==> config.mk <==
export PLATFORM = sky130hd
export DESIGN_NAME = supply_monitor_osc_config_regs
export DESIGN_NICKNAME = d
export VERILOG_FILES = /design/src/pkg/smon_cfg_pkg.sv /design/src/hdl/sample_timer.sv /design/src/hdl/supply_monitor_osc_config_regs.sv
export SDC_FILE = /design/constraint.sdc
export NUM_CORES = 1
export LEC_CHECK = 0
export BUFFER_PORTS_ARGS = -buffer_cell sky130_fd_sc_hd__buf_2
export CAP_MARGIN = 25
export CORE_MARGIN = 8
export CORE_UTILIZATION = 47
export CTS_CLUSTER_DIAMETER = 40
export DETAILED_ROUTE_END_ITERATION = 7
export HOLD_SLACK_MARGIN = 0.06
export MAX_ROUTING_LAYER = met4
export PLACE_DENSITY = 0.76
export SYNTH_ARGS = -nofsm -noshare
export SYNTH_HDL_FRONTEND = slang
export SYNTH_SLANG_ARGS = --single-unit
==> constraint.sdc <==
create_clock -name clk -period 2.9 [get_ports clk]
set_input_delay 0.145 -clock clk [delete_from_list [all_inputs] [get_ports clk]]
set_output_delay 0.145 -clock clk [all_outputs]
set_load 0.05 [all_outputs]
==> src/pkg/smon_cfg_pkg.sv <==
`default_nettype none
package smon_cfg_pkg;
   // ******************************************
   // Register map (byte addresses)
   // ******************************************
   localparam logic [7:0] OFS_SYSOSC = 8'h00;
   localparam logic [7:0] OFS_SMON   = 8'h04;
   localparam logic [7:0] OFS_TEMP   = 8'h08;
   localparam logic [7:0] OFS_FASTRC = 8'h0c;
   localparam logic [7:0] OFS_STATUS = 8'h10;

   // ******************************************
   // Field layout
   // ******************************************
   localparam int TRIM_W        = 10;
   localparam int SYS_DONE_BIT  = 16;
   localparam int SMP_LSB       = 24;
   localparam int SMP_W         = 4;
   localparam int ON_BIT        = 18;
   localparam int LOCK_BIT      = 17;
   localparam int SM_DONE_BIT   = 16;
   localparam int SM_TRIM_LSB   = 8;
   localparam int SM_TRIM_W     = 4;
   localparam int FORCE_BIT     = 7;
   localparam int MODE_W        = 3;
   localparam int EN_BIT        = 0;
   localparam int SMP_EXP_OFS   = 5;
   localparam int STAT_RESET_BIT = 1;
   localparam int STAT_IRQ_BIT   = 2;
   localparam int STAT_SAMP_BIT  = 3;

   // ******************************************
   // Monitor mode codes
   // ******************************************
   localparam logic [2:0] MODE_OFF0  = 3'h0;
   localparam logic [2:0] MODE_RESET = 3'h1;
   localparam logic [2:0] MODE_IRQ   = 3'h2;
   localparam logic [2:0] MODE_OFF3  = 3'h3;

   localparam logic [31:0] SMON_RESET = 32'h00000000;
   localparam int CNT_W = 24;

   typedef enum logic [1:0] {LD_IDLE, LD_SYS, LD_SM, LD_DONE} load_e;
endpackage
`default_nettype wire

==> src/hdl/sample_timer.sv <==
`default_nettype none
// Pulses once every 2^(sel+5) slow-clock ticks while enabled
module sample_timer
   import smon_cfg_pkg::*;
(
   // Clock and reset
   input  wire logic                clk,
   input  wire logic                rst,
   // Control
   input  wire logic                run,
   input  wire logic                tick,
   input  wire logic [SMP_W-1:0]    sel,
   // Result
   output logic                     sample
);
   logic [CNT_W-1:0] count_r;
   logic [CNT_W-1:0] limit;

   assign limit = CNT_W'((64'h1 << (sel + SMP_EXP_OFS)) - 64'h1);

   always_ff @(posedge clk) begin
      if (rst || !run) begin
         count_r <= '0;
         sample  <= 1'b0;
      end else begin
         sample <= 1'b0;
         if (tick) begin
            if (count_r >= limit) begin // RULE5
               count_r <= '0;
               sample  <= 1'b1;
            end else begin
               count_r <= count_r + 1'b1;
            end
         end
      end
   end
endmodule
`default_nettype wire

==> src/hdl/supply_monitor_osc_config_regs.sv <==
// Functional notes
// RULE1 - Done flag clear: reload trim every reset
// RULE2 - Power-on reset clears oscillator done flag
// RULE3 - Done flag set after fuse trim load
// RULE4 - Ten-bit oscillator trim value field
// RULE5 - Sample every 2^(sel+5) slow ticks
// RULE6 - On indicator read-only, follows enable
// RULE7 - Lock makes monitor register read-only
// RULE8 - Monitor done flag cleared, set after load
// RULE9 - Four-bit monitor trim in bits 11:8
// RULE10 - Force bit: sampling always, else deep sleep
// RULE11 - Mode decode: 1 reset, 2 no-reset
// RULE12 - Interrupt request only when mask set
// RULE13 - Temperature sensor enable bit, reset zero
// RULE14 - Fast oscillator enable bit, reset zero
// RULE15 - On indicator from decoded mode 1 or 2
`default_nettype none
module supply_monitor_osc_config_regs
   import smon_cfg_pkg::*;
(
   // Clock and reset
   input  wire logic                   clk,
   input  wire logic                   rst,
   input  wire logic                   porEvent,
   // Wishbone slave
   input  wire logic                   wb_cyc_i,
   input  wire logic                   wb_stb_i,
   input  wire logic                   wb_we_i,
   input  wire logic [7:0]             wb_adr_i,
   input  wire logic [3:0]             wb_sel_i,
   input  wire logic [31:0]            wb_dat_i,
   output logic [31:0]                 wb_dat_o,
   output logic                        wb_ack_o,
   // Fuse values
   input  wire logic [TRIM_W-1:0]      fuseSysTrim,
   input  wire logic [SM_TRIM_W-1:0]   fuseSmTrim,
   // Analog side
   input  wire logic                   slowTick,
   input  wire logic                   deepSleepLevel,
   input  wire logic                   monitorTrip,
   input  wire logic                   interruptMaskBit,
   output logic [TRIM_W-1:0]           systemRcOscTrim,
   output logic [SM_TRIM_W-1:0]        monitorTrim,
   output logic                        monitorEnable,
   output logic                        monitorSample,
   output logic                        monitorResetReq,
   output logic                        monitorIrqReq,
   output logic                        tempSensorEnable,
   output logic                        fastRcOscEnable
);
   // ******************************************
   // State
   // ******************************************
   load_e                  loadState_r;
   logic [TRIM_W-1:0]      sysTrim_r;
   logic                   sysDone_r;
   logic [SM_TRIM_W-1:0]   smTrim_r;
   logic                   smDone_r;
   logic [SMP_W-1:0]       sampleSel_r;
   logic                   forceSampling_r;
   logic                   finalValueLock_r;
   logic [MODE_W-1:0]      mode_r;
   logic                   tempEn_r;
   logic                   fastEn_r;
   logic                   slowSync1_r;
   logic                   slowSync2_r;
   logic                   slowPrev_r;
   logic                   sleepSync1_r;
   logic                   sleepSync2_r;
   logic                   tripSync1_r;
   logic                   tripSync2_r;
   logic                   sampleRun;
   logic                   samplePulse;
   logic                   monitorOn;
   logic                   wbReq;
   logic                   wrSmon;
   logic [31:0]            rdData;
   logic [31:0]            wMask;
   logic [31:0]            smonWord;

   assign wbReq = wb_cyc_i && wb_stb_i && !wb_ack_o;
   assign wMask = {{8{wb_sel_i[3]}}, {8{wb_sel_i[2]}},
                   {8{wb_sel_i[1]}}, {8{wb_sel_i[0]}}};
   assign smonWord = wb_dat_i & wMask;
   assign wrSmon = wbReq && wb_we_i && (wb_adr_i == OFS_SMON)
                   && !finalValueLock_r; // RULE7

   // Modes 0, 3 and reserved codes leave the monitor off
   assign monitorOn = (mode_r == MODE_RESET) || (mode_r == MODE_IRQ);
   // RULE15 RULE11

   // ******************************************
   // Input synchronisers
   // ******************************************
   always_ff @(posedge clk) begin
      if (rst) begin
         slowSync1_r  <= 1'b0;
         slowSync2_r  <= 1'b0;
         slowPrev_r   <= 1'b0;
         sleepSync1_r <= 1'b0;
         sleepSync2_r <= 1'b0;
         tripSync1_r  <= 1'b0;
         tripSync2_r  <= 1'b0;
      end else begin
         slowSync1_r  <= slowTick;
         slowSync2_r  <= slowSync1_r;
         slowPrev_r   <= slowSync2_r;
         sleepSync1_r <= deepSleepLevel;
         sleepSync2_r <= sleepSync1_r;
         tripSync1_r  <= monitorTrip;
         tripSync2_r  <= tripSync1_r;
      end
   end

   // ******************************************
   // Fuse load sequence
   // ******************************************
   // Trim survives a plain reset once done; only power-on clears it
   always_ff @(posedge clk) begin
      if (porEvent) begin
         sysDone_r <= 1'b0; // RULE2
         sysTrim_r <= '0;
      end else if (loadState_r == LD_SYS) begin
         sysTrim_r <= fuseSysTrim; // RULE4
         sysDone_r <= 1'b1; // RULE3
      end
   end

   always_ff @(posedge clk) begin
      if (rst || porEvent) begin
         loadState_r <= LD_IDLE;
      end else begin
         unique case (loadState_r)
            LD_IDLE: loadState_r <= sysDone_r ? LD_SM : LD_SYS; // RULE1
            LD_SYS:  loadState_r <= LD_SM;
            LD_SM:   loadState_r <= LD_DONE;
            LD_DONE: loadState_r <= LD_DONE;
         endcase
      end
   end

   // ******************************************
   // Monitor configuration
   // ******************************************
   always_ff @(posedge clk) begin
      if (rst) begin
         smTrim_r         <= '0;
         smDone_r         <= 1'b0; // RULE8
         sampleSel_r      <= '0;
         forceSampling_r  <= 1'b0;
         finalValueLock_r <= 1'b0; // RULE7
         mode_r           <= '0;
      end else begin
         // Fuse load wins over a write to the trim byte only
         if (loadState_r == LD_SM) begin
            smTrim_r <= fuseSmTrim; // RULE9
            smDone_r <= 1'b1; // RULE8
         end else if (wrSmon && wMask[SM_TRIM_LSB]) begin
            smTrim_r <= smonWord[SM_TRIM_LSB +: SM_TRIM_W];
         end
         // Unselected bytes keep their value; on and done ignore writes
         if (wrSmon && wMask[SMP_LSB]) begin
            sampleSel_r <= smonWord[SMP_LSB +: SMP_W];
         end
         if (wrSmon && wMask[LOCK_BIT]) begin
            finalValueLock_r <= smonWord[LOCK_BIT]; // RULE7
         end
         if (wrSmon && wMask[FORCE_BIT]) begin
            forceSampling_r <= smonWord[FORCE_BIT];
         end
         if (wrSmon && wMask[MODE_W-1]) begin
            mode_r <= smonWord[MODE_W-1:0];
         end
      end
   end

   always_ff @(posedge clk) begin
      if (rst) begin
         tempEn_r <= 1'b0; // RULE13
         fastEn_r <= 1'b0; // RULE14
      end else if (wbReq && wb_we_i && wb_sel_i[0]) begin
         if (wb_adr_i == OFS_TEMP) begin
            tempEn_r <= wb_dat_i[EN_BIT]; // RULE13
         end
         if (wb_adr_i == OFS_FASTRC) begin
            fastEn_r <= wb_dat_i[EN_BIT]; // RULE14
         end
      end
   end

   // ******************************************
   // Sampling
   // ******************************************
   assign sampleRun = monitorOn && (forceSampling_r || sleepSync2_r);
   // RULE10

   sample_timer u_timer (
      .clk    (clk),
      .rst    (rst),
      .run    (sampleRun),
      .tick   (slowSync2_r && !slowPrev_r),
      .sel    (sampleSel_r),
      .sample (samplePulse)
   );

   // ******************************************
   // Outputs
   // ******************************************
   always_ff @(posedge clk) begin
      if (rst) begin
         systemRcOscTrim  <= '0;
         monitorTrim      <= '0;
         monitorEnable    <= 1'b0;
         monitorSample    <= 1'b0;
         monitorResetReq  <= 1'b0;
         monitorIrqReq    <= 1'b0;
         tempSensorEnable <= 1'b0;
         fastRcOscEnable  <= 1'b0;
      end else begin
         systemRcOscTrim  <= sysTrim_r;
         monitorTrim      <= smTrim_r;
         monitorEnable    <= monitorOn; // RULE6
         monitorSample    <= samplePulse; // RULE5
         monitorResetReq  <= (mode_r == MODE_RESET) && tripSync2_r;
         monitorIrqReq    <= monitorOn && tripSync2_r
                             && interruptMaskBit; // RULE12
         tempSensorEnable <= tempEn_r;
         fastRcOscEnable  <= fastEn_r;
      end
   end

   // ******************************************
   // Wishbone read and ack
   // ******************************************
   always_comb begin
      rdData = '0;
      unique case (wb_adr_i)
         OFS_SYSOSC: begin
            rdData[TRIM_W-1:0]   = sysTrim_r;
            rdData[SYS_DONE_BIT] = sysDone_r;
         end
         OFS_SMON: begin
            rdData[SMP_LSB +: SMP_W]         = sampleSel_r;
            rdData[ON_BIT]                   = monitorOn; // RULE6
            rdData[LOCK_BIT]                 = finalValueLock_r;
            rdData[SM_DONE_BIT]              = smDone_r;
            rdData[SM_TRIM_LSB +: SM_TRIM_W] = smTrim_r;
            rdData[FORCE_BIT]                = forceSampling_r;
            rdData[MODE_W-1:0]               = mode_r;
         end
         OFS_TEMP:   rdData[EN_BIT] = tempEn_r;
         OFS_FASTRC: rdData[EN_BIT] = fastEn_r;
         OFS_STATUS: begin
            rdData[EN_BIT]         = loadState_r == LD_DONE;
            rdData[STAT_RESET_BIT] = monitorResetReq;
            rdData[STAT_IRQ_BIT]   = monitorIrqReq;
            rdData[STAT_SAMP_BIT]  = sampleRun;
         end
         default: rdData = '0;
      endcase
   end

   always_ff @(posedge clk) begin
      if (rst) begin
         wb_ack_o <= 1'b0;
         wb_dat_o <= '0;
      end else begin
         wb_ack_o <= wbReq;
         wb_dat_o <= wbReq ? rdData : '0;
      end
   end
endmodule
`default_nettype wire

==> flow_summary_export.csv <==
group,metric,value,unit
status,status,"finished, final reports clean",
synthesis,synth_mux_area_share,2.54,%
global_routing,grt_max_degree,26,
floorplanning,boundaryPins,121,
layout,fin_util,58.8,%
synthesis,synth_top_family_by_area,"simple AND/OR/NAND/NOR gates",
global_routing,grt_pass1_vias,3850,
sta,rsz0062_at_grt,"false",
sta,hold_viol,0,
worst_setup_path,r2r_start,"sampleSel_r[1]$_SDFFE_PP0P_",
sta,tightest_slew,788,ps
global_routing,antenna_found_initial,0,
synthesis,synthArstFlopShare,0,%
layout,finalInstanceArea,5430,µm²
layout,n_antenna_cell,0,
sta,maxSlewViolCount,0,
layout,fillers,805,
sta,clock_skew,8.38,ps
sta,setup_violations,0,
worst_setup_path,critPathKind,"register to register",
placed_design,portBuffers,88,
synthesis,ys_ff_latch,101,
worst_hold_path,hold_path_depth,3,
worst_setup_path,cpMaxStageDelayCell,"a2111oi_4",
drt,first_pass_iters,4,
drt,viasPerCell,5.12,
synthesis,synth_flop_cell,"dfxtp_1",
pwr,p_sw_share,25.2,%
drt,postRouteAntennaNets,0,
job,drv_cap,0,
layout,layout-drive-gt1-share,20.1,%
synthesis,syn_area_per_cell,8.97,µm²
layout,final_common_cell,"dfxtp_1",
pwr,internal_power,0.00189,W
worst_setup_path,reg2reg_to,"u_timer.count_r[17]$_SDFFE_PP0P_",
layout,syn_to_final_growth,21.4,%
clocking,cts_made_buffers,9,
drt,wl_per_cell,14.2,µm
worst_setup_path,worst_setup_path_start_kind,"register",
worst_setup_path,crit_arrival,3020,ps
floorplanning,dieHeight,114,µm
synthesis,synth-simple-area-share,25.9,%
worst_setup_path,path_cells,"or2_2 > a21oi_1 > ha_1 > a21o_1 > a221o_1 > a2111oi_4 > o221ai_2 > buf_4 > nor2_1",
placed_design,dp_hpwl,8020,µm
layout,final_cell_mix,"100 x dfxtp_1, 88 x buf_2, 60 x nand2_1",
sta,clock.fmax,367,MHz
layout,finalNonFillerCells,745,
placed_design,dpl-instance-area,5000,µm²
worst_setup_path,critPathTopFamily,"compound AO/OA/AOI/OAI gates",
worst_setup_path,ff2ff_setup_slack,180,ps
pwr,p_per_area,465,nW/µm²
pwr,ir_drop,363,µV
worst_setup_path,worstPathRequired,3200,ps
floorplanning,fp.coreArea,9240,µm²
global_routing,grt_usage,17.2,%
synthesis,ys_seq_area_share,45.2,%
drt,drc,0,
synthesis,yosysWarnings,0,
global_routing,overflow,0,
synthesis,synth_xor_xnor_area_share,4.11,%
worst_setup_path,critical_path.max_stage_delay,410,ps
clocking,path_clk_slew,90,ps
clocking,h-tree-depth,3,
floorplanning,rows,35,
clocking,clock-sinks,101,
sta,max_slew_margin,47.4,%
floorplanning,initial_core_util,48.4,%
floorplanning,dieWidth,114,µm
pwr,total_power,0.00252,W
synthesis,synthDistinctLibCells,53,
clocking,clk_latency,360,ps
worst_hold_path,min_path_type,"input pin to register",
floorplanning,die_area,12900,µm²
drt,totalWireLength,10600,µm
synthesis,syn_area,4470,µm²
pwr,sequentialPowerShare,56.3,%
clocking,clk_path_buf_depth,2,
worst_setup_path,worst-path-buf-inv,1,
clocking,cts-root-buf,"clkbuf_8",
worst_setup_path,worst-r2r-cell-count,9,
layout,final_nets,706,
sta,tns,0,ps
pwr,clkPwrFrac,35.2,%
synthesis,synth_edf_count,0,
sta,post-route-period-util,93.9,%
placed_design,gp_congestion,0.861,
placed_design,dp_cells,707,
pwr,power_switching,0.000635,W
worst_setup_path,worstSetupEndpointType,"register",
synthesis,syn_inst,499,
drt,num_vias,3815,
drt,drtIter0Drc,211,
clocking,cts_tree,"done",
worst_setup_path,cp_max_fo,13,
clocking,cts_setup_buffers,0,
pwr,p_leak,2.40,nW
pwr,p_comb_share,8.5,%
sta,layout_min_cycle_time,2720,ps
worst_hold_path,hold_end,"sampleSel_r[2]$_SDFFE_PP0P_",
synthesis,synth_compound_area_share,9.98,%
global_routing,grt_pass1_wl,17700,µm
synthesis,yosys.area_share.adder,7.27,%
worst_hold_path,min_from,"wb_dat_i[26]",
registers in the layout (all words and copies together) (netlist names), 2 cells and up:
name and flops:
u_timer.count_r 24, wb_dat_o 19, sysTrim_r 10, systemRcOscTrim 10, monitorTrim 4, sampleSel_r 4, smTrim_r 4, mode_r 3
loadState_r 2
synth_stat cells (all sizes together), types with 2 or more instances:
library cell / count / area share (%)
and3: 17 / 2.4
conb: 2 / 0.17
buf: 18 / 3.0
nand3b: 2 / 0.34
ha: 26 / 7.3
mux2i: 8 / 1.8
nand2: 60 / 5.0
nor2b: 27 / 3.8
a21o: 7 / 1.2
a21oi: 36 / 4.1
dfxtp: 101 / 45
nor4: 4 / 1.0
nand2b: 4 / 0.56
mux2: 3 / 0.75
and2: 5 / 0.70
nand4: 10 / 1.4
o21ai: 12 / 1.3
xor2: 17 / 3.3
or2: 2 / 0.28
a31oi: 3 / 0.42
and4: 3 / 0.59
nor2: 49 / 4.2
clkbuf: 17 / 1.4
nor3: 15 / 1.8
inv: 5 / 0.42
xnor2: 4 / 0.78
nand3: 25 / 2.8
logic make-up after synthesis:
logic type | count (synthesis)
AO/OA/AOI/OAI | 70
adder cells (fa/ha/maj) | 26
AND/OR/NAND/NOR | 228
multiplexers | 11
XOR/XNOR | 21
flip-flops | 101
buffers and inverters | 40
other | 2
worst max-delay path by stage:
stage / start / to / slack (ps) / depth (start not counted)
final: sampleSel_r[1]$_SDFFE_PP0P_ / u_timer.count_r[17]$_SDFFE_PP0P_ / 180 / 9
after global routing: sampleSel_r[1]$_SDFFE_PP0P_ / u_timer.count_r[23]$_SDFFE_PP0P_ / 20 / 9
after CTS: sampleSel_r[2]$_SDFFE_PP0P_ / u_timer.count_r[17]$_SDFFE_PP0P_ / 160 / 10
after detailed placement: sampleSel_r[2]$_SDFFE_PP0P_ / u_timer.count_r[17]$_SDFFE_PP0P_ / 190 / 10
after global placement: sampleSel_r[1]$_SDFFE_PP0P_ / u_timer.count_r[23]$_SDFFE_PP0P_ / 260 / 9
after floorplan: sampleSel_r[3]$_SDFFE_PP0P_ / u_timer.count_r[4]$_SDFFE_PP0P_ / 210 / 9
timing repair:
action	in CTS	in global routing
hold endpoints to repair	23	0
endpoints found under the setup margin	0	13
gates resized for setup	0	1
hold buffers	23	0
power groups by stage:
stage	clock (W)	combinational, W	sequential [W]
after floorplan	0	0.000125	0.00147
after global placement	0	0.000185	0.00145
after detailed placement	0	0.000189	0.00145
after CTS	0.000914	0.000212	0.00142
after global routing	0.000971	0.000234	0.00142
final	0.000889	0.000215	0.00142
per-stage QoR:
stage,setup WS [ps],hold slack (ps)
finish,175,71.6
detailed placement,189,377
global placement,263,359
CTS,165,62.4
floorplan,207,214
global route,17.5,76.2
metal layers:
metal / track usage [%] / part of all wire [%] / vias to the layer above
li1: - / - / 1904
met3: 3.86 / 5.2 / 20
met4: 5.86 / 2.1 / 0
met2: 28.4 / 50 / 112
met5: - / 0 / -
met1: 20.2 / 43 / 1779
layout make-up:
type | count | area, µm² | share of cell area [%]
Clock buffer | 9 | 124 | 2.28
Clock inverter | 6 | 71.3 | 1.31
Inverter | 5 | 18.8 | 0.346
Multi-Input combinational cell | 376 | 2300 | 42.4
Sequential cell | 101 | 2020 | 37.2
Tap cell | 129 | 161 | 2.97
Timing Repair Buffer | 119 | 731 | 13.5
worst register-to-register path: stages (launching register included):
cell and delay [ps]:
dfxtp_1 400, or2_2 350, a21oi_1 160, ha_1 260
a21o_1 170, a221o_1 360, a2111oi_4 410, o221ai_2 210
buf_4 230, nor2_1 120
Note: power is estimated with default switching activity, not from simulation.
